<file path="config.mk">
export PLATFORM = sky130hd
export DESIGN_NAME = wdt_config_readback
export DESIGN_NICKNAME = d
export VERILOG_FILES = /design/src/inc/wdt_pkg.sv /design/src/rtl/wdt_config_readback.sv /design/src/rtl/tick_divider.sv /design/src/rtl/wdt_count_unit.sv
export SDC_FILE = /design/constraint.sdc
export NUM_CORES = 1
export LEC_CHECK = 0
export BUFFER_PORTS_ARGS = -buffer_cell sky130_fd_sc_hd__buf_2
export CAP_MARGIN = 0
export CORE_UTILIZATION = 30
export DETAILED_ROUTE_END_ITERATION = 8
export GPL_ROUTABILITY_DRIVEN = 0
export PLACE_DENSITY_LB_ADDON = 0.25
export SETUP_SLACK_MARGIN = 0.4
export SYNTH_ARGS = -nofsm -noshare
export SYNTH_HDL_FRONTEND = slang
export SYNTH_HIERARCHICAL = 1
export SYNTH_SLANG_ARGS = --single-unit
</file>
<file path="constraint.sdc">
create_clock -name mclk -period 5.7 [get_ports mclk]
set_clock_uncertainty 0.1 [all_clocks]
set_input_delay 1.425 -clock mclk [delete_from_list [all_inputs] [get_ports mclk]]
set_output_delay 1.425 -clock mclk [all_outputs]
set_load 0.03 [all_outputs]
</file>
<file path="src/inc/wdt_pkg.sv">
// Shared constants, codes and carriers of the windowed watchdog register block
package wdt_pkg;

    // ------------------------------------------------------------
    // Timing
    // ------------------------------------------------------------
    localparam int MCLK_HZ        = 100_000_000;
    localparam int LF_OSC_HZ      = 31_000;
    localparam int MF_OSC_HZ      = 31_250;
    localparam int LF_TICK_CYCLES = MCLK_HZ / LF_OSC_HZ;
    localparam int MF_TICK_CYCLES = MCLK_HZ / MF_OSC_HZ;

    // ------------------------------------------------------------
    // Register byte offsets
    // ------------------------------------------------------------
    localparam logic [7:0] OFS_CTRL0   = 8'h00;
    localparam logic [7:0] OFS_CTRL1   = 8'h04;
    localparam logic [7:0] OFS_PS_LOW  = 8'h08;
    localparam logic [7:0] OFS_PS_HIGH = 8'h0c;
    localparam logic [7:0] OFS_TIMER   = 8'h10;
    localparam logic [7:0] OFS_EVT_ST  = 8'h14;
    localparam logic [7:0] OFS_EVT_EN  = 8'h18;
    localparam logic [7:0] OFS_EVT_CLR = 8'h1c;

    // ------------------------------------------------------------
    // Field positions
    // ------------------------------------------------------------
    localparam int SWEN_POS   = 0;
    localparam int PERIOD_POS = 1;
    localparam int SRC_POS    = 4;
    localparam int SPAN_POS   = 0;
    localparam int ARM_POS    = 2;
    localparam int WCNT_POS   = 3;
    localparam int PS_W       = 18;
    localparam int TOT_W      = 23;
    localparam int EVT_TIMEOUT = 0;
    localparam int EVT_SPAN    = 1;
    localparam int NUM_EVT     = 2;

    // ------------------------------------------------------------
    // Codes and reset values
    // ------------------------------------------------------------
    localparam logic [2:0] CODE_FREE      = 3'h7;
    localparam logic [2:0] SRC_LF         = 3'h0;
    localparam logic [2:0] SRC_MF         = 3'h1;
    localparam logic [4:0] PERIOD_FREE    = 5'h1f;
    localparam logic [4:0] PERIOD_DEFAULT = 5'h0b;
    localparam logic [4:0] PERIOD_MAX     = 5'h12;
    localparam logic [4:0] MIN_SHIFT      = 5'h05;
    localparam logic [1:0] MODE_ON        = 2'h3;
    localparam logic [1:0] MODE_AWAKE     = 2'h2;
    localparam logic [1:0] MODE_SOFT      = 2'h1;

    // Configuration word fields seen by the watchdog
    typedef struct packed {
        logic [1:0] mode;
        logic [2:0] clockSource;
        logic [4:0] period;
        logic [2:0] openSpan;
    } cfg_word_type;

    // Period code to power of two of the full period
    function automatic logic [4:0] periodShift(input logic [4:0] code);
        periodShift = (code > PERIOD_MAX) ? MIN_SHIFT : 5'(code + MIN_SHIFT);
    endfunction

endpackage

</file>
<file path="src/rtl/wdt_config_readback.sv">
// Windowed watchdog control, window check and register readback over APB
//
// Functional notes
// RULE_01 - Clock source field bits 6:4; 000 low, 001 medium oscillator, rest reserved
// RULE_02 - Window field bits 2:0; 111 fully open, each lower code closes 12.5%
// RULE_03 - Config clock source 111 resets clock source field to 000
// RULE_04 - Window field reset value comes from config window field
// RULE_05 - Config clock source not 111 makes clock source field read-only
// RULE_06 - Config window not 111 makes window field read-only
// RULE_07 - 18-bit prescale count readable across three registers, zero after reset
// RULE_08 - Firmware uses prescale readback for debug only
// RULE_09 - Watchdog counter value readable at timer register bits 6:3
// RULE_10 - Armed state readable at timer register bit 2
// RULE_11 - Unimplemented bits read zero
// RULE_12 - Clear while window closed is a violation and requests reset
// RULE_13 - Windowed clear needs arming by control zero read first
// RULE_14 - Write to either control register clears the counter
// RULE_15 - Active window from config field unless 111, then register field
// RULE_16 - Armed state drops whenever the counter is cleared; here a control zero read in the same cycle sets it instead
// RULE_17 - Active window 111 never gives a violation
//
// Design decisions made here: register access over APB and the register offsets.
`timescale 1ns/10ps
`default_nettype none
module wdt_config_readback
    import wdt_pkg::*;
(
    input  wire logic         mclk,        // System clock, 100 MHz
    input  wire logic         nrst,        // Async reset, active low
    input  wire cfg_word_type cfgWord,     // Configuration word fields
    input  wire logic         sleepMode,   // Device is asleep
    input  wire logic         clearReq,    // Clear instruction pulse
    input  wire logic         psel,        // APB select
    input  wire logic         penable,     // APB enable
    input  wire logic         pwrite,      // APB direction
    input  wire logic [7:0]   paddr,       // APB byte address
    input  wire logic [31:0]  pwdata,      // APB write data
    output logic              pready,      // APB ready
    output logic      [31:0]  prdata,      // APB read data
    output logic              pslverr,     // APB error
    output logic              resetReq,    // Watchdog reset pulse
    output logic              spanViolate, // Window violation pulse
    output logic              irq          // Interrupt level
);
    // ------------------------------------------------------------
    // Bus decode
    // ------------------------------------------------------------
    logic setupPhase;
    logic accessPhase;
    logic wrAcc;
    logic rdAcc;

    function automatic logic mapped(input logic [7:0] a);
        mapped = (a <= OFS_EVT_CLR) && (a[1:0] == 2'b00);
    endfunction

    assign setupPhase  = psel && !penable;
    assign accessPhase = psel && penable;
    assign wrAcc       = accessPhase && pwrite && mapped(paddr);
    assign rdAcc       = accessPhase && !pwrite && mapped(paddr);
    assign pready      = accessPhase;

    // ------------------------------------------------------------
    // Control registers
    // ------------------------------------------------------------
    logic       loaded_reg;
    logic       swEnable_reg;
    logic [4:0] period_reg;
    logic [2:0] source_reg;
    logic [2:0] span_reg;
    logic       srcFree;
    logic       spanFree;
    logic       periodFree;
    logic [2:0] srcUsed;
    logic [2:0] spanUsed;
    logic [4:0] periodUsed;

    assign srcFree    = (cfgWord.clockSource == CODE_FREE);
    assign spanFree   = (cfgWord.openSpan == CODE_FREE);
    assign periodFree = (cfgWord.period == PERIOD_FREE);
    assign srcUsed    = srcFree ? source_reg : cfgWord.clockSource;
    assign spanUsed   = spanFree ? span_reg : cfgWord.openSpan;             // RULE_15
    assign periodUsed = periodFree ? period_reg : cfgWord.period;

    // Configuration straps are caught on the first edge after reset release
    always_ff @(posedge mclk or negedge nrst) begin
        if (!nrst) begin
            loaded_reg   <= 1'b0;
            swEnable_reg <= 1'b0;
            period_reg   <= PERIOD_DEFAULT;
            source_reg   <= SRC_LF;
            span_reg     <= CODE_FREE;
        end else if (!loaded_reg) begin
            loaded_reg <= 1'b1;
            period_reg <= periodFree ? PERIOD_DEFAULT : cfgWord.period;
            source_reg <= SRC_LF;                                           // RULE_03
            span_reg   <= cfgWord.openSpan;                                 // RULE_04
        end else if (wrAcc && paddr == OFS_CTRL0) begin
            swEnable_reg <= pwdata[SWEN_POS];
            if (periodFree) begin
                period_reg <= pwdata[PERIOD_POS +: 5];
            end
        end else if (wrAcc && paddr == OFS_CTRL1) begin
            if (srcFree) begin
                source_reg <= pwdata[SRC_POS +: 3];                         // RULE_05
            end
            if (spanFree) begin
                span_reg <= pwdata[SPAN_POS +: 3];                          // RULE_06
            end
        end
    end

    // ------------------------------------------------------------
    // Time base and counter
    // ------------------------------------------------------------
    logic             lfTick;
    logic             mfTick;
    logic             tick;
    logic             active;
    logic             cntClear;
    logic             ctrlWrite;
    logic [TOT_W-1:0] count;
    logic             timeout;
    logic             armed_reg;
    logic             windowed;
    logic             closed;
    logic             violation;
    logic             validClear;

    tick_divider #(.DIV(LF_TICK_CYCLES)) lfDiv (
        .mclk (mclk),
        .nrst (nrst),
        .tick (lfTick)
    );

    tick_divider #(.DIV(MF_TICK_CYCLES)) mfDiv (
        .mclk (mclk),
        .nrst (nrst),
        .tick (mfTick)
    );

    // Reserved clock sources give no time base
    assign tick = (srcUsed == SRC_LF) ? lfTick :                            // RULE_01
                  (srcUsed == SRC_MF) ? mfTick : 1'b0;                      // RULE_01

    always_comb begin
        case (cfgWord.mode)
            MODE_ON:    active = 1'b1;
            MODE_AWAKE: active = !sleepMode;
            MODE_SOFT:  active = swEnable_reg;
            default:    active = 1'b0;
        endcase
    end

    // Window delay in eighths of the period: (7 - code) closed eighths
    assign windowed   = (spanUsed != CODE_FREE);                            // RULE_17
    assign closed     = windowed && ({3'b000, count, 3'b000} <              // RULE_02
                        (29'(CODE_FREE - spanUsed) << periodShift(periodUsed)));
    assign violation  = active && clearReq && windowed
                        && (closed || !armed_reg);                          // RULE_12 RULE_13
    assign validClear = active && clearReq && !violation;
    assign ctrlWrite  = wrAcc && (paddr == OFS_CTRL0 || paddr == OFS_CTRL1);
    assign cntClear   = !active || validClear || violation || ctrlWrite;    // RULE_14

    wdt_count_unit counter (
        .mclk    (mclk),
        .nrst    (nrst),
        .tick    (tick && active),
        .clear   (cntClear),
        .period  (periodUsed),
        .count   (count),
        .timeout (timeout)
    );

    // Arming read wins over a clear in the same cycle
    always_ff @(posedge mclk or negedge nrst) begin
        if (!nrst) begin
            armed_reg <= 1'b0;
        end else if (rdAcc && paddr == OFS_CTRL0) begin
            armed_reg <= 1'b1;                                              // RULE_13
        end else if (cntClear) begin
            armed_reg <= 1'b0;                                              // RULE_16
        end
    end

    always_ff @(posedge mclk or negedge nrst) begin
        if (!nrst) begin
            resetReq    <= 1'b0;
            spanViolate <= 1'b0;
        end else begin
            resetReq    <= violation || (timeout && !sleepMode);            // RULE_12
            spanViolate <= violation;                                       // RULE_12
        end
    end

    // ------------------------------------------------------------
    // Event status and interrupt
    // ------------------------------------------------------------
    logic [NUM_EVT-1:0] evtStatus_reg;
    logic [NUM_EVT-1:0] evtEnable_reg;
    logic [NUM_EVT-1:0] evtSet;
    logic [NUM_EVT-1:0] evtClr;

    assign evtSet[EVT_TIMEOUT] = timeout;
    assign evtSet[EVT_SPAN]    = violation;
    assign evtClr = (wrAcc && paddr == OFS_EVT_CLR) ? pwdata[NUM_EVT-1:0] : '0;

    generate
        for (genvar i = 0; i < NUM_EVT; i++) begin : g_evt
            always_ff @(posedge mclk or negedge nrst) begin
                if (!nrst) begin
                    evtStatus_reg[i] <= 1'b0;
                end else if (evtSet[i]) begin
                    evtStatus_reg[i] <= 1'b1;
                end else if (evtClr[i]) begin
                    evtStatus_reg[i] <= 1'b0;
                end
            end
        end
    endgenerate

    always_ff @(posedge mclk or negedge nrst) begin
        if (!nrst) begin
            evtEnable_reg <= '0;
        end else if (wrAcc && paddr == OFS_EVT_EN) begin
            evtEnable_reg <= pwdata[NUM_EVT-1:0];
        end
    end

    assign irq = |(evtStatus_reg & evtEnable_reg);

    // ------------------------------------------------------------
    // Read data, captured in the setup cycle
    // ------------------------------------------------------------
    logic [7:0] rdByte;

    always_comb begin
        rdByte = 8'h00;                                                     // RULE_11
        case (paddr)
            OFS_CTRL0: begin
                rdByte[PERIOD_POS +: 5] = periodUsed;
                rdByte[SWEN_POS]        = swEnable_reg;
            end
            OFS_CTRL1: begin
                rdByte[SRC_POS +: 3]  = srcUsed;                            // RULE_01
                rdByte[SPAN_POS +: 3] = spanUsed;                           // RULE_02
            end
            OFS_PS_LOW:  rdByte = count[7:0];                               // RULE_07
            OFS_PS_HIGH: rdByte = count[15:8];                              // RULE_07
            OFS_TIMER: begin
                rdByte[1:0]         = count[PS_W-1:16];                     // RULE_07
                rdByte[ARM_POS]     = armed_reg;                            // RULE_10
                rdByte[WCNT_POS +: 4] = count[PS_W +: 4];                   // RULE_09
            end
            OFS_EVT_ST: rdByte[NUM_EVT-1:0] = evtStatus_reg;
            OFS_EVT_EN: rdByte[NUM_EVT-1:0] = evtEnable_reg;
            default:    rdByte = 8'h00;
        endcase
    end

    always_ff @(posedge mclk or negedge nrst) begin
        if (!nrst) begin
            prdata  <= '0;
            pslverr <= 1'b0;
        end else if (setupPhase) begin
            prdata  <= {24'h000000, rdByte};
            pslverr <= !mapped(paddr);
        end
    end
endmodule
`default_nettype wire

</file>
<file path="src/rtl/tick_divider.sv">
// One-cycle enable pulse at a divided rate of mclk
`timescale 1ns/10ps
`default_nettype none
module tick_divider #(
    parameter int DIV = 4
) (
    input  wire logic mclk,  // System clock
    input  wire logic nrst,  // Async reset, active low
    output logic      tick   // One pulse every DIV cycles
);
    localparam int W = $clog2(DIV);
    localparam logic [W-1:0] LAST = W'(DIV - 1);

    logic [W-1:0] cnt_reg;

    always_ff @(posedge mclk or negedge nrst) begin
        if (!nrst) begin
            cnt_reg <= '0;
            tick    <= 1'b0;
        end else begin
            tick    <= (cnt_reg == LAST);
            cnt_reg <= (cnt_reg == LAST) ? '0 : cnt_reg + 1'b1;
        end
    end
endmodule
`default_nettype wire

</file>
<file path="src/rtl/wdt_count_unit.sv">
// Prescale and watchdog counter chain with time-out detection
`timescale 1ns/10ps
`default_nettype none
module wdt_count_unit
    import wdt_pkg::*;
(
    input  wire logic             mclk,      // System clock
    input  wire logic             nrst,      // Async reset, active low
    input  wire logic             tick,      // Time base enable
    input  wire logic             clear,     // Clear counter
    input  wire logic [4:0]       period,    // Active period code
    output logic      [TOT_W-1:0] count,     // Prescale and counter value
    output logic                  timeout    // One-cycle time-out pulse
);
    logic [TOT_W-1:0] limit;

    assign limit = TOT_W'((24'h1 << periodShift(period)) - 24'h1);

    always_ff @(posedge mclk or negedge nrst) begin
        if (!nrst) begin
            count   <= '0;
            timeout <= 1'b0;
        end else if (clear) begin
            count   <= '0;
            timeout <= 1'b0;
        end else begin
            timeout <= tick && (count >= limit);
            if (tick) begin
                count <= (count >= limit) ? '0 : count + 1'b1;
            end
        end
    end
endmodule
`default_nettype wire

</file>
==> results of run 1 <==
==> what timing repair did <==
action | CTS | global route
endpoints found under the hold margin | 0 | 0
pin swaps | 26 | 23
setup endpoints to repair | 24 | 27
gates resized for setup | 47 | 44
cloned | 3 | 0
hold buffers | 0 | 0
buffers inserted | 25 | 9
==> kinds of logic after synthesis <==
logic type | synth area share [%]
AND/OR/NAND/NOR | 27.0
XOR/XNOR | 2.86
other | 0.106
multiplexers | 3.68
adder cells (fa/ha/maj) | 9.69
flip-flops | 28.0
AO/OA/AOI/OAI | 21.7
buffers and inverters | 6.98
==> routing by layer <==
metal  part of all wire (%)  vias to the layer above
li1                       -                     3438
met1                     48                     3355
met2                     46                      190
met3                    4.2                       27
met4                    1.6                        0
met5                      0                        -
==> cell usage in the layout (no fill, tap or decap), types with 6 or more instances in the layout <==
cell	netlist	routed
or4_1	8	8
nor2b_1	21	19
mux2i_1	16	16
dfrtp_1	73	73
o21ai_0	56	38
nor3_1	18	15
a21oi_2	0	7
conb_1	2	25
nand2b_1	20	16
nand3_1	47	46
a21oi_1	63	55
mux2_2	7	7
buf_2	6	41
buf_4	25	106
o21ai_2	3	7
nand2_1	106	102
xnor2_1	11	11
xor2_1	9	9
clkbuf_16	0	9
a31oi_1	17	14
nand4_1	14	14
ha_1	55	52
dfstp_2	6	6
o21ai_1	3	15
nor2_1	78	71
and3_1	13	11
o31ai_1	6	6
buf_6	2	10
a22oi_1	6	6
inv_1	20	17
a21o_1	9	9
o21a_1	11	8
==> how the worst min path moves through the flow <==
stage | to | from | cells after the start | slack [ps]
2_1_floorplan | evtStatus_reg[0] | counter/timeout | 2 | 310
3_3_place_gp | evtStatus_reg[0] | counter/timeout | 2 | 360
3_5_place_dp | evtStatus_reg[0] | counter/timeout | 2 | 370
4_1_cts | mfDiv/cnt_reg[6] | mfDiv/cnt_reg[6] | 1 | 380
5_1_grt | mfDiv/cnt_reg[6] | mfDiv/cnt_reg[6] | 1 | 390
6_report | pslverr | pslverr | 2 | 380
==> per-stage QoR <==
step	setup slack, ps	cell area, um^2	power, uW
finish	176	9200	1630
global route	-72.6	9200	1710
CTS	144	8910	1610
detailed placement	-566	8170	995
global placement	-510	8170	995
floorplan	-515	7340	856
==> final cells by class <==
class / instances / area (um^2)
Fill cell: 2289 / 13700
Multi-Input combinational cell: 730 / 5100
Sequential cell: 79 / 1980
Timing Repair Buffer: 167 / 1330
Tap cell: 313 / 392
Clock buffer: 10 / 229
Inverter: 25 / 111
Clock inverter: 5 / 58.8
==> cell usage after synthesis (all sizes together), types with 5 or more instances <==
master	instances	area [um^2]
nor4	8	86.3
nand4	17	134
nor2b	21	131
nand2	106	398
o21ai	63	338
and3	15	96.3
dfrtp	73	1830
or3	5	31.3
inv	24	90.1
and2	5	31.3
o21a	11	82.6
a21o	9	67.6
nand2b	20	125
a211oi	5	47.5
ha	55	688
xor2	10	106
dfstp	6	158
a22oi	6	45.0
buf	34	244
nor3	19	106
mux2	7	78.8
o211ai	5	37.5
nand3b	5	37.5
nand3	48	245
clkbuf	31	158
o31ai	7	57.6
nor2	79	299
mux2i	16	160
a21oi	63	315
o22ai	5	31.3
a31oi	18	119
xnor2	11	96.3
or4	8	60.1
==> worst register-to-register path: cells and delay by family (launching register included) <==
kind | cells | cell delay [ps]
and+or+nand+nor | 9 | 990
adders and majority gates | 3 | 670
buffers and inverters | 7 | 800
DFF | 1 | 560
AOI/OAI and AO/OA | 9 | 1660
==> where the power goes <==
group	internal (uW)	switching, uW	leakage, uW
clock	338	242	0.000135
combinational	199	268	0.00284
sequential	571	8.48	0.00103
total	1110	519	0.00401
==> metrics.yaml, run 1 <==
sta:
  finalSetupViolations: 0
  fmax_ghz: 0.181
  slew_violations: 0
  hold_viol: 0
  hold_slack_ps: 379
  slew-limit-headroom_pct: 33.2
  worst_pin_slew_ps: 998
  finalCritPeriodShare_pct: 96.9
  period_minus_slack_ps: 5520
  setup_tns_ps: 0
  rsz0062_at_grt: "yes"
die:
  die_w_um: 156
  ios: 97
  start_util_pct: 31.0
  rows: 55
  core_um2: 22900
  die_h_um: 156
  fp.dieArea_um2: 24300
clock_network:
  clk_path_buf_depth: 2
  root_buffer: "clkbuf_16"
  clock-sinks: 79
  cts_max_level: 3
  path_clk_slew_ps: 60
  cts_tree: "done"
  clk_latency_ps: 350
  cts_buffers: 9
synth:
  syn_area_per_cell_um2: 8.10
  synth-edff-count: 0
  ys_seq_elements: 79
  synth_cells: 876
  synth_area_um2: 7100
  yosysUniqueCellTypes: 88
  ys_async_sr_fraction_pct: 100
  ys_seq_area_share_pct: 28.0
  synth_warnings: 6
  ys_dominant_reg_cell: "dfrtp_1"
route:
  drtAntennaViolNets: 0
  routedWlPerCell_um: 16.4
  routed_wl_um: 21800
  drc_errors: 0
  first_iter_violations: 533
  first_pass_iters: 5
  num_vias: 7010
  viasPerCell: 5.27
critical_path:
  end_kind: "flip-flop"
  cp_max_fo: 7
  crit_type: "input port to flip-flop"
  cp.arrival_ps: 5690
  path_delay_family: "compound AO/OA/AOI/OAI gates"
  crit_slowest_cell: "o41a_1"
  cp-endpoint: "counter/count[6]"
  r2r-start: "period_reg[0]"
  reg2reg_slack_ps: 850
  worstSetupStartpointType: "input port"
  slowest_delay_ps: 430
  cp.buffers_inverters: 10
  path_common_cell: "buf_6"
  cp_data_required_time_ps: 5870
  rr_worst_depth: 28
  cp.depth: 29
  reg2reg_to: "counter/count[6]"
  critPathLaunch: "cfgWord[6]"
job:
  cap_viol_max_count: 0
placement:
  dp_cells: 1277
  portBuffers: 47
  post-dp-hpwl_um: 15700
layout:
  syn_to_final_growth_pct: 29.6
  antenna_cells: 0
  final_nets: 1127
  postLayoutCoreUtil_pct: 40.1
  largest_reg_flops: 23
  drive_gt1_share_pct: 27.7
  stdcell_count: 1329
grt:
  use_met3_pct: 2.61
  grt.met1_usage_pct: 25.5
  grt_start_max_net_pins: 41
  first_global_vias: 6537
  met2_usage_pct: 29.8
  antenna_found_initial: 0
  gr-usage-all-layers_pct: 18.4
  gr-total-overflow: 0
  grt_pass1_wl_um: 35200
  grt-busiest-layer: "met2"
pwr:
  peakVddDrop_mv: 0.151
  p_per_area_nw_per_um2: 177
  p_leak_uw: 0.00401
hold_path:
  hold_class: "flip-flop to flip-flop"
run_status:
  status: "finished, final reports clean"
Note: power is estimated with default switching activity, not from simulation.
==> run 2, diff against run 1 <==
--- a/config.mk
+++ b/config.mk
@@ -12,6 +12,7 @@
 export GPL_ROUTABILITY_DRIVEN = 0
 export PLACE_DENSITY_LB_ADDON = 0.25
 export SETUP_SLACK_MARGIN = 0.4
+export SKIP_CTS_REPAIR_TIMING = 1
 export SYNTH_ARGS = -nofsm -noshare
 export SYNTH_HDL_FRONTEND = slang
 export SYNTH_HIERARCHICAL = 1
==> constraint.sdc (replaced) <==
create_clock -name mclk -period 6.38 [get_ports mclk]
set_clock_uncertainty 0.1 [all_clocks]
set_input_delay 1.595 -clock mclk [delete_from_list [all_inputs] [get_ports mclk]]
set_output_delay 1.595 -clock mclk [all_outputs]
set_load 0.03 [all_outputs]
==> run 2 against run 1 <==
Against the previous run:
- wire length down 4.5%
- sequential share of layout area is 2.0 points higher
- total power is 12% lower
- critical path type unchanged
- largest cell class unchanged
==> metrics.yaml, run 2 (same netlist as run 1, synthesis figures left out) <==
job:
  cap_viol_max_count: 0  # unchanged
grt:
  gr-total-overflow: 0  # unchanged
  grt_pass1_wl_um: 33800  # -3.8%
  antenna_found_initial: 0  # unchanged
  grt_start_max_net_pins: 55  # +34%
  gr-usage-all-layers_pct: 17.7  # -0.69 points
  first_global_vias: 6169  # -5.6%
route:
  routedWlPerCell_um: 16.4  # about the same
  viasPerCell: 5.23  # -0.92%
  first_iter_violations: 519  # -2.6%
  routed_wl_um: 20900  # -4.5%
  first_pass_iters: 5  # unchanged
  drc_errors: 0  # unchanged
  num_vias: 6632  # -5.4%
  drtAntennaViolNets: 0  # unchanged
sta:
  slew_violations: 0  # unchanged
  fmax_ghz: 0.172
  hold_slack_ps: 381  # +2.49 ps
  rsz0062_at_grt: "yes"
  finalWorstSetupSlack_ps: 566  # +391 ps
  finalSetupViolations: 0  # unchanged
  hold_viol: 0  # unchanged
  finalCritPeriodShare_pct: 91.1
  slew-limit-headroom_pct: 30.3  # -2.9 points
  worst_pin_slew_ps: 1040  # +44.0 ps
  setup_tns_ps: 0  # unchanged
  period_minus_slack_ps: 5810
placement:
  dp_worst_setup_slack_ps: 28.4  # +595 ps
  portBuffers: 47  # unchanged
  post-dp-hpwl_um: 15400  # -1.8%
die:
  die_w_um: 156  # unchanged
  die_h_um: 156  # unchanged
  rows: 55  # unchanged
  start_util_pct: 31.0  # unchanged
  ios: 97  # unchanged
  core_um2: 22900  # unchanged
  fp.dieArea_um2: 24300  # unchanged
clock_network:
  cts_buffers: 9  # unchanged
  clock-sinks: 79  # unchanged
  cts_max_level: 3  # unchanged
  cts_tree: "done"
  root_buffer: "clkbuf_16"
  clk_path_buf_depth: 2  # unchanged
  clk_latency_ps: 350  # about the same
  path_clk_slew_ps: 60  # about the same
layout:
  antenna_cells: 0  # unchanged
  layout_common_cells: "102 x nand2_1, 73 x nor2_1, 73 x dfrtp_1"
  final_nets: 1066  # -5.4%
  drive_gt1_share_pct: 20.9  # -6.7 points
  syn_to_final_growth_pct: 18.8
  postLayoutCoreUtil_pct: 36.8  # -3.3 points
  layout_commonest_cell: "nand2_1"
  fillers: 2383  # +4.1%
  largest_reg_flops: 23  # unchanged
critical_path:
  cp_data_required_time_ps: 6520  # +650 ps
  cp_max_fo: 8  # +1
  crit_type: "input port to flip-flop"
  end_kind: "flip-flop"
  cp.arrival_ps: 5950  # +260 ps
  worstSetupStartpointType: "input port"
pwr:
  p_per_area_nw_per_um2: 170  # -4.1%
  p_leak_uw: 0.00363  # -9.6%
  peakVddDrop_mv: 0.124  # -18%
hold_path:
  hold_class: "flip-flop to flip-flop"
run_status:
  status: "finished, final reports clean"
run 2: cell types whose count changed in the layout (fill, tap and decap cells not counted), moves of 4 or more:
cell	before	now
buf_6	10	4
o21ai_2	7	1
a21oi_1	55	60
buf_4	106	60
a21oi_2	7	3
buf_12	5	0
run 2: worst paths after layout:
kind | startpoint | to | slack [ps] | cells after the start
max | cfgWord[7] | counter/count[18] | 570 | 27
min | prdata[7] | prdata[7] | 380 | 2
max reg2reg | period_reg[1] | counter/count[18] | 1490 | 24
min reg2reg | prdata[7] | prdata[7] | 380 | 2
max in group asynchronous | nrst | evtStatus_reg[1] | 4070 | 2
min in group asynchronous | nrst | mfDiv/cnt_reg[7] | 1050 | 1
run 2: final cells by class:
class / instances / area (um^2) / share of cell area [%]
clock inverter: 5 / 66.3 / 0.786
clock buffer: 11 / 243 / 2.88
timing repair buffer: 106 / 706 / 8.37
sequential: 79 / 1980 / 23.5
tap: 313 / 392 / 4.64
multi-input combinational: 730 / 4930 / 58.4
inverter: 25 / 116 / 1.38
run 2: per-layer routing:
metal  up-vias  global-route usage [%]  part of all wire [%]
li1       3308                       -                     -
met1      3112                    25.6                    50
met2       187                    27.5                    44
met3        25                    2.31                   4.4
met4         0                    4.81                   1.7
met5         -                       0                     0
run 2: critical path, stage by stage:
cell,delay [ps]
buf_4,100
nand3_4,100
o21ai_4,200
clkinv_4,120
inv_8,70
ha_4,150
nor2b_4,50
o31a_1,260
nor2_2,150
inv_2,70
nand2_4,100
nor2_4,50
nand2_2,70
ha_4,150
o211ai_1,110
and3_4,210
buf_6,130
a41o_1,200
o41a_1,130
ha_1,300
a21o_1,180
a21o_1,170
a221oi_2,260
o211ai_1,150
or2_4,320
or4_1,410
a21oi_1,140
run 2: report_power, final:
group	leakage (uW)	total, uW	internal (uW)	switching, uW
Sequential	0.00103	518	510	7.90
Combinational	0.00245	364	140	225
Clock	0.000148	548	319	230
run 2: stage by stage:
stage	instances	power [uW]	instance area (um^2)
after floorplan	899	765	7340
after global placement	1247	865	7910
after detailed placement	1247	866	7910
after CTS	1263	1420	8220
after global routing	1269	1500	8440
final	1269	1430	8440
==> run 3, diff against run 2 <==
--- a/config.mk
+++ b/config.mk
@@ -5,6 +5,7 @@
 export SDC_FILE = /design/constraint.sdc
 export NUM_CORES = 1
 export LEC_CHECK = 0
+export ABC_AREA = 1
 export BUFFER_PORTS_ARGS = -buffer_cell sky130_fd_sc_hd__buf_2
 export CAP_MARGIN = 0
 export CORE_UTILIZATION = 30
@@ -13,6 +14,7 @@
 export PLACE_DENSITY_LB_ADDON = 0.25
 export SETUP_SLACK_MARGIN = 0.4
 export SKIP_CTS_REPAIR_TIMING = 1
+export SLEW_MARGIN = 20
 export SYNTH_ARGS = -nofsm -noshare
 export SYNTH_HDL_FRONTEND = slang
 export SYNTH_HIERARCHICAL = 1
==> constraint.sdc (replaced) <==
create_clock -name mclk -period 5.7 [get_ports mclk]
set_clock_uncertainty 0.1 [all_clocks]
set_input_delay 1.425 -clock mclk [delete_from_list [all_inputs] [get_ports mclk]]
set_output_delay 1.425 -clock mclk [all_outputs]
set_load 0.03 [all_outputs]
==> run 3 against run 2 <==
Against the previous run:
- worst setup slack improved by 110 ps
- utilization fell by 1.3 points
- final cell count rose by 20%
- worst hold slack got worse by 7.8 ps
- critical path type unchanged
- critical path depth rose by 5
- total power rose by 9.4%
- largest power group is now sequential cells
- global-route usage fell by 0.90 points
- count of clock-buffer cells in the layout did not move
- via count rose by 8.8%
- critical endpoint is now counter/count[16]
==> metrics.yaml, run 3 <==
layout:
  layout_common_cells: "286 x nand2_1, 135 x nor2_1, 134 x inv_1"
  syn_to_final_growth_pct: 15.7
  postLayoutCoreUtil_pct: 35.5  # -1.3 points
  layout_commonest_cell: "nand2_1"
  fillers: 2602  # +9.2%
  final_nets: 1308  # +23%
  multi_input_area_um2: 4880  # -0.89%
  drive_gt1_share_pct: 18.3  # -2.6 points
  largest_reg_flops: 23  # unchanged
  antenna_cells: 0  # unchanged
  stdcell_count: 1522  # +20%
  seqCellArea_um2: 1980  # unchanged
  post-route-cell-area_um2: 8630  # +2.3%
pwr:
  p_per_area_nw_per_um2: 181  # +6.9%
  peakVddDrop_mv: 0.156  # +26%
  p_leak_uw: 0.00440  # +21%
hold_path:
  hold_class: "flip-flop to flip-flop"
placement:
  post-dp-hpwl_um: 16300  # +5.8%
  placed_cell_area_um2: 8060  # +2.0%
  dp_cells: 1488  # +19%
  portBuffers: 47  # unchanged
grt:
  grt_start_max_net_pins: 42  # -24%
  gr-total-overflow: 0  # unchanged
  antenna_found_initial: 0  # unchanged
  grt_pass1_wl_um: 34400  # +1.9%
  gr-usage-all-layers_pct: 16.8  # -0.90 points
  first_global_vias: 6809  # +10%
critical_path:
  crit_type: "input port to flip-flop"
  worstSetupStartpointType: "input port"
  crit_slowest_cell: "ha_1"
  cp.arrival_ps: 5180  # -770 ps
  path_delay_family: "simple AND/OR/NAND/NOR gates"
  end_kind: "flip-flop"
  cp.buffers_inverters: 10  # +5
  cp_data_required_time_ps: 5860  # -660 ps
  cp_max_fo: 14  # +6
  slowest_delay_ps: 320  # -90 ps
sta:
  worst_pin_slew_ps: 1010  # -34.7 ps
  rsz0062_at_grt: "no"
  period_minus_slack_ps: 5020
  slew_violations: 0  # unchanged
  finalSetupViolations: 0  # unchanged
  hold_viol: 0  # unchanged
  slew-limit-headroom_pct: 32.7  # +2.4 points
  finalCritPeriodShare_pct: 88.1
  fmax_ghz: 0.199
clock_network:
  path_clk_slew_ps: 60  # about the same
  clock-sinks: 79  # unchanged
  clk_path_buf_depth: 2  # unchanged
  cts_buffers: 9  # unchanged
  root_buffer: "clkbuf_16"
  clk_latency_ps: 350  # about the same
  cts_max_level: 3  # unchanged
  cts_tree: "done"
synth:
  synth-edff-count: 0  # unchanged
  syn_area_per_cell_um2: 6.70  # -17%
  synth_warnings: 6  # unchanged
  ys_async_sr_fraction_pct: 100  # unchanged
  synth_compound_area_share_pct: 10.1  # -12 points
  synth_top_family_by_area: "simple AND/OR/NAND/NOR gates"
  ys_seq_elements: 79  # unchanged
  ys_dominant_reg_cell: "dfrtp_1"
  synthAdderAreaFrac_pct: 9.23  # -0.47 points
  synthTopCellsByCount: "293 x nand2_1, 139 x nor2_1, 138 x inv_1, 73 x dfrtp_1, 68 x nand3_1"
  synth_largest_area_cell: "dfrtp_1"
  yosysUniqueCellTypes: 55  # -38%
  synth_cells: 1113  # +27%
  yosysMostFrequentCell: "nand2_1"
  synthMuxAreaShare_pct: 0  # -3.7 points
  synth_area_um2: 7460  # +5.1%
  synthTopCellsByArea: "dfrtp_1 24%, nand2_1 15%, ha_1 9.2%"
  synthSimpleGateAreaFrac_pct: 41.3  # +14 points
  ys_seq_area_share_pct: 26.6  # -1.3 points
  synth_xor_area_share_pct: 1.76  # -1.1 points
  yosysTopAreaCellShare_pct: 24.5  # -1.2 points
route:
  viasPerCell: 4.74  # -9.3%
  num_vias: 7215  # +8.8%
  drtAntennaViolNets: 0  # unchanged
  first_pass_iters: 5  # unchanged
  routed_wl_um: 21200  # +1.4%
  first_iter_violations: 386  # -26%
  routedWlPerCell_um: 13.9  # -15%
  drc_errors: 0  # unchanged
die:
  ios: 97  # unchanged
  start_util_pct: 30.7  # -0.31 points
  die_w_um: 160  # +2.5%
  rows: 57  # +3.6%
  die_h_um: 160  # +2.5%
  core_um2: 24300  # +6.1%
  fp.dieArea_um2: 25500  # +5.0%
job:
  cap_viol_max_count: 0  # unchanged
run_status:
  status: "finished, final reports clean"
## run 3: changes by cell type in the layout (fill, tap and decap cells not counted), sizes merged, moves of 19 or more
| cell | previous run | this run |
|---|---|---|
| a21oi | 63 | 38 |
| nor2 | 79 | 166 |
| nor2b | 21 | 0 |
| nand2b | 20 | 0 |
| nand2 | 106 | 323 |
| nand4 | 17 | 36 |
| nand3 | 48 | 79 |
| inv | 24 | 151 |
| buf | 106 | 78 |
## run 3: path summary, 6_finish.rpt
path,startpoint,slack (ps),end,cells after the start
setup / recovery,cfgWord[6],680,counter/count[16],32
hold / removal,lfDiv/cnt_reg[0],370,lfDiv/cnt_reg[0],1
setup reg to reg,period_reg[1],1640,counter/count[16],27
hold reg to reg,lfDiv/cnt_reg[0],370,lfDiv/cnt_reg[0],1
max in group asynchronous,nrst,3590,source_reg[1],2
min in group asynchronous,nrst,950,mfDiv/cnt_reg[7],1
## run 3: kinds of logic after synthesis
logic type,after synthesis
buffers and inverters,187
flip-flops,79
AO/OA/AOI/OAI,127
AND/OR/NAND/NOR,648
adder cells (fa/ha/maj),55
other,2
XOR/XNOR,15
## run 3: layout make-up
class / count / share of cell area [%]
well taps: 324 / 4.70
clock inverters: 5 / 0.667
repair buffers: 78 / 5.52
flip-flops and latches: 79 / 23.0
inverters: 153 / 6.73
clock buffers: 11 / 2.70
repair inverters: 1 / 0.0870
multi-input cells: 871 / 56.6
## run 3: metal layers
metal	wire [um]	GRT usage, %	up-vias
li1	-	-	3741
met1	9910	22.2	3277
met2	9810	27.9	160
met3	828	1.95	37
met4	604	6.77	0
met5	0	0	-
## run 3: through the flow
stage / TNS, ps / hold slack (ps) / power [uW] / worst slack [ps]
6_report: 0 / 373 / 1570 / 678
5_1_grt: 0 / 402 / 1650 / 366
4_1_cts: 0 / 375 / 1550 / 264
3_5_place_dp: -701 / 361 / 963 / -88.7
3_3_place_gp: -0.0941 / 364 / 961 / -0.0941
2_1_floorplan: 0 / 331 / 872 / 421
## run 3: power breakdown
group,switching [uW],total [uW],leakage (uW),internal (uW)
clock network,238,578,0.000144,340
registers,6.21,579,0.00103,573
logic,272,408,0.00322,135
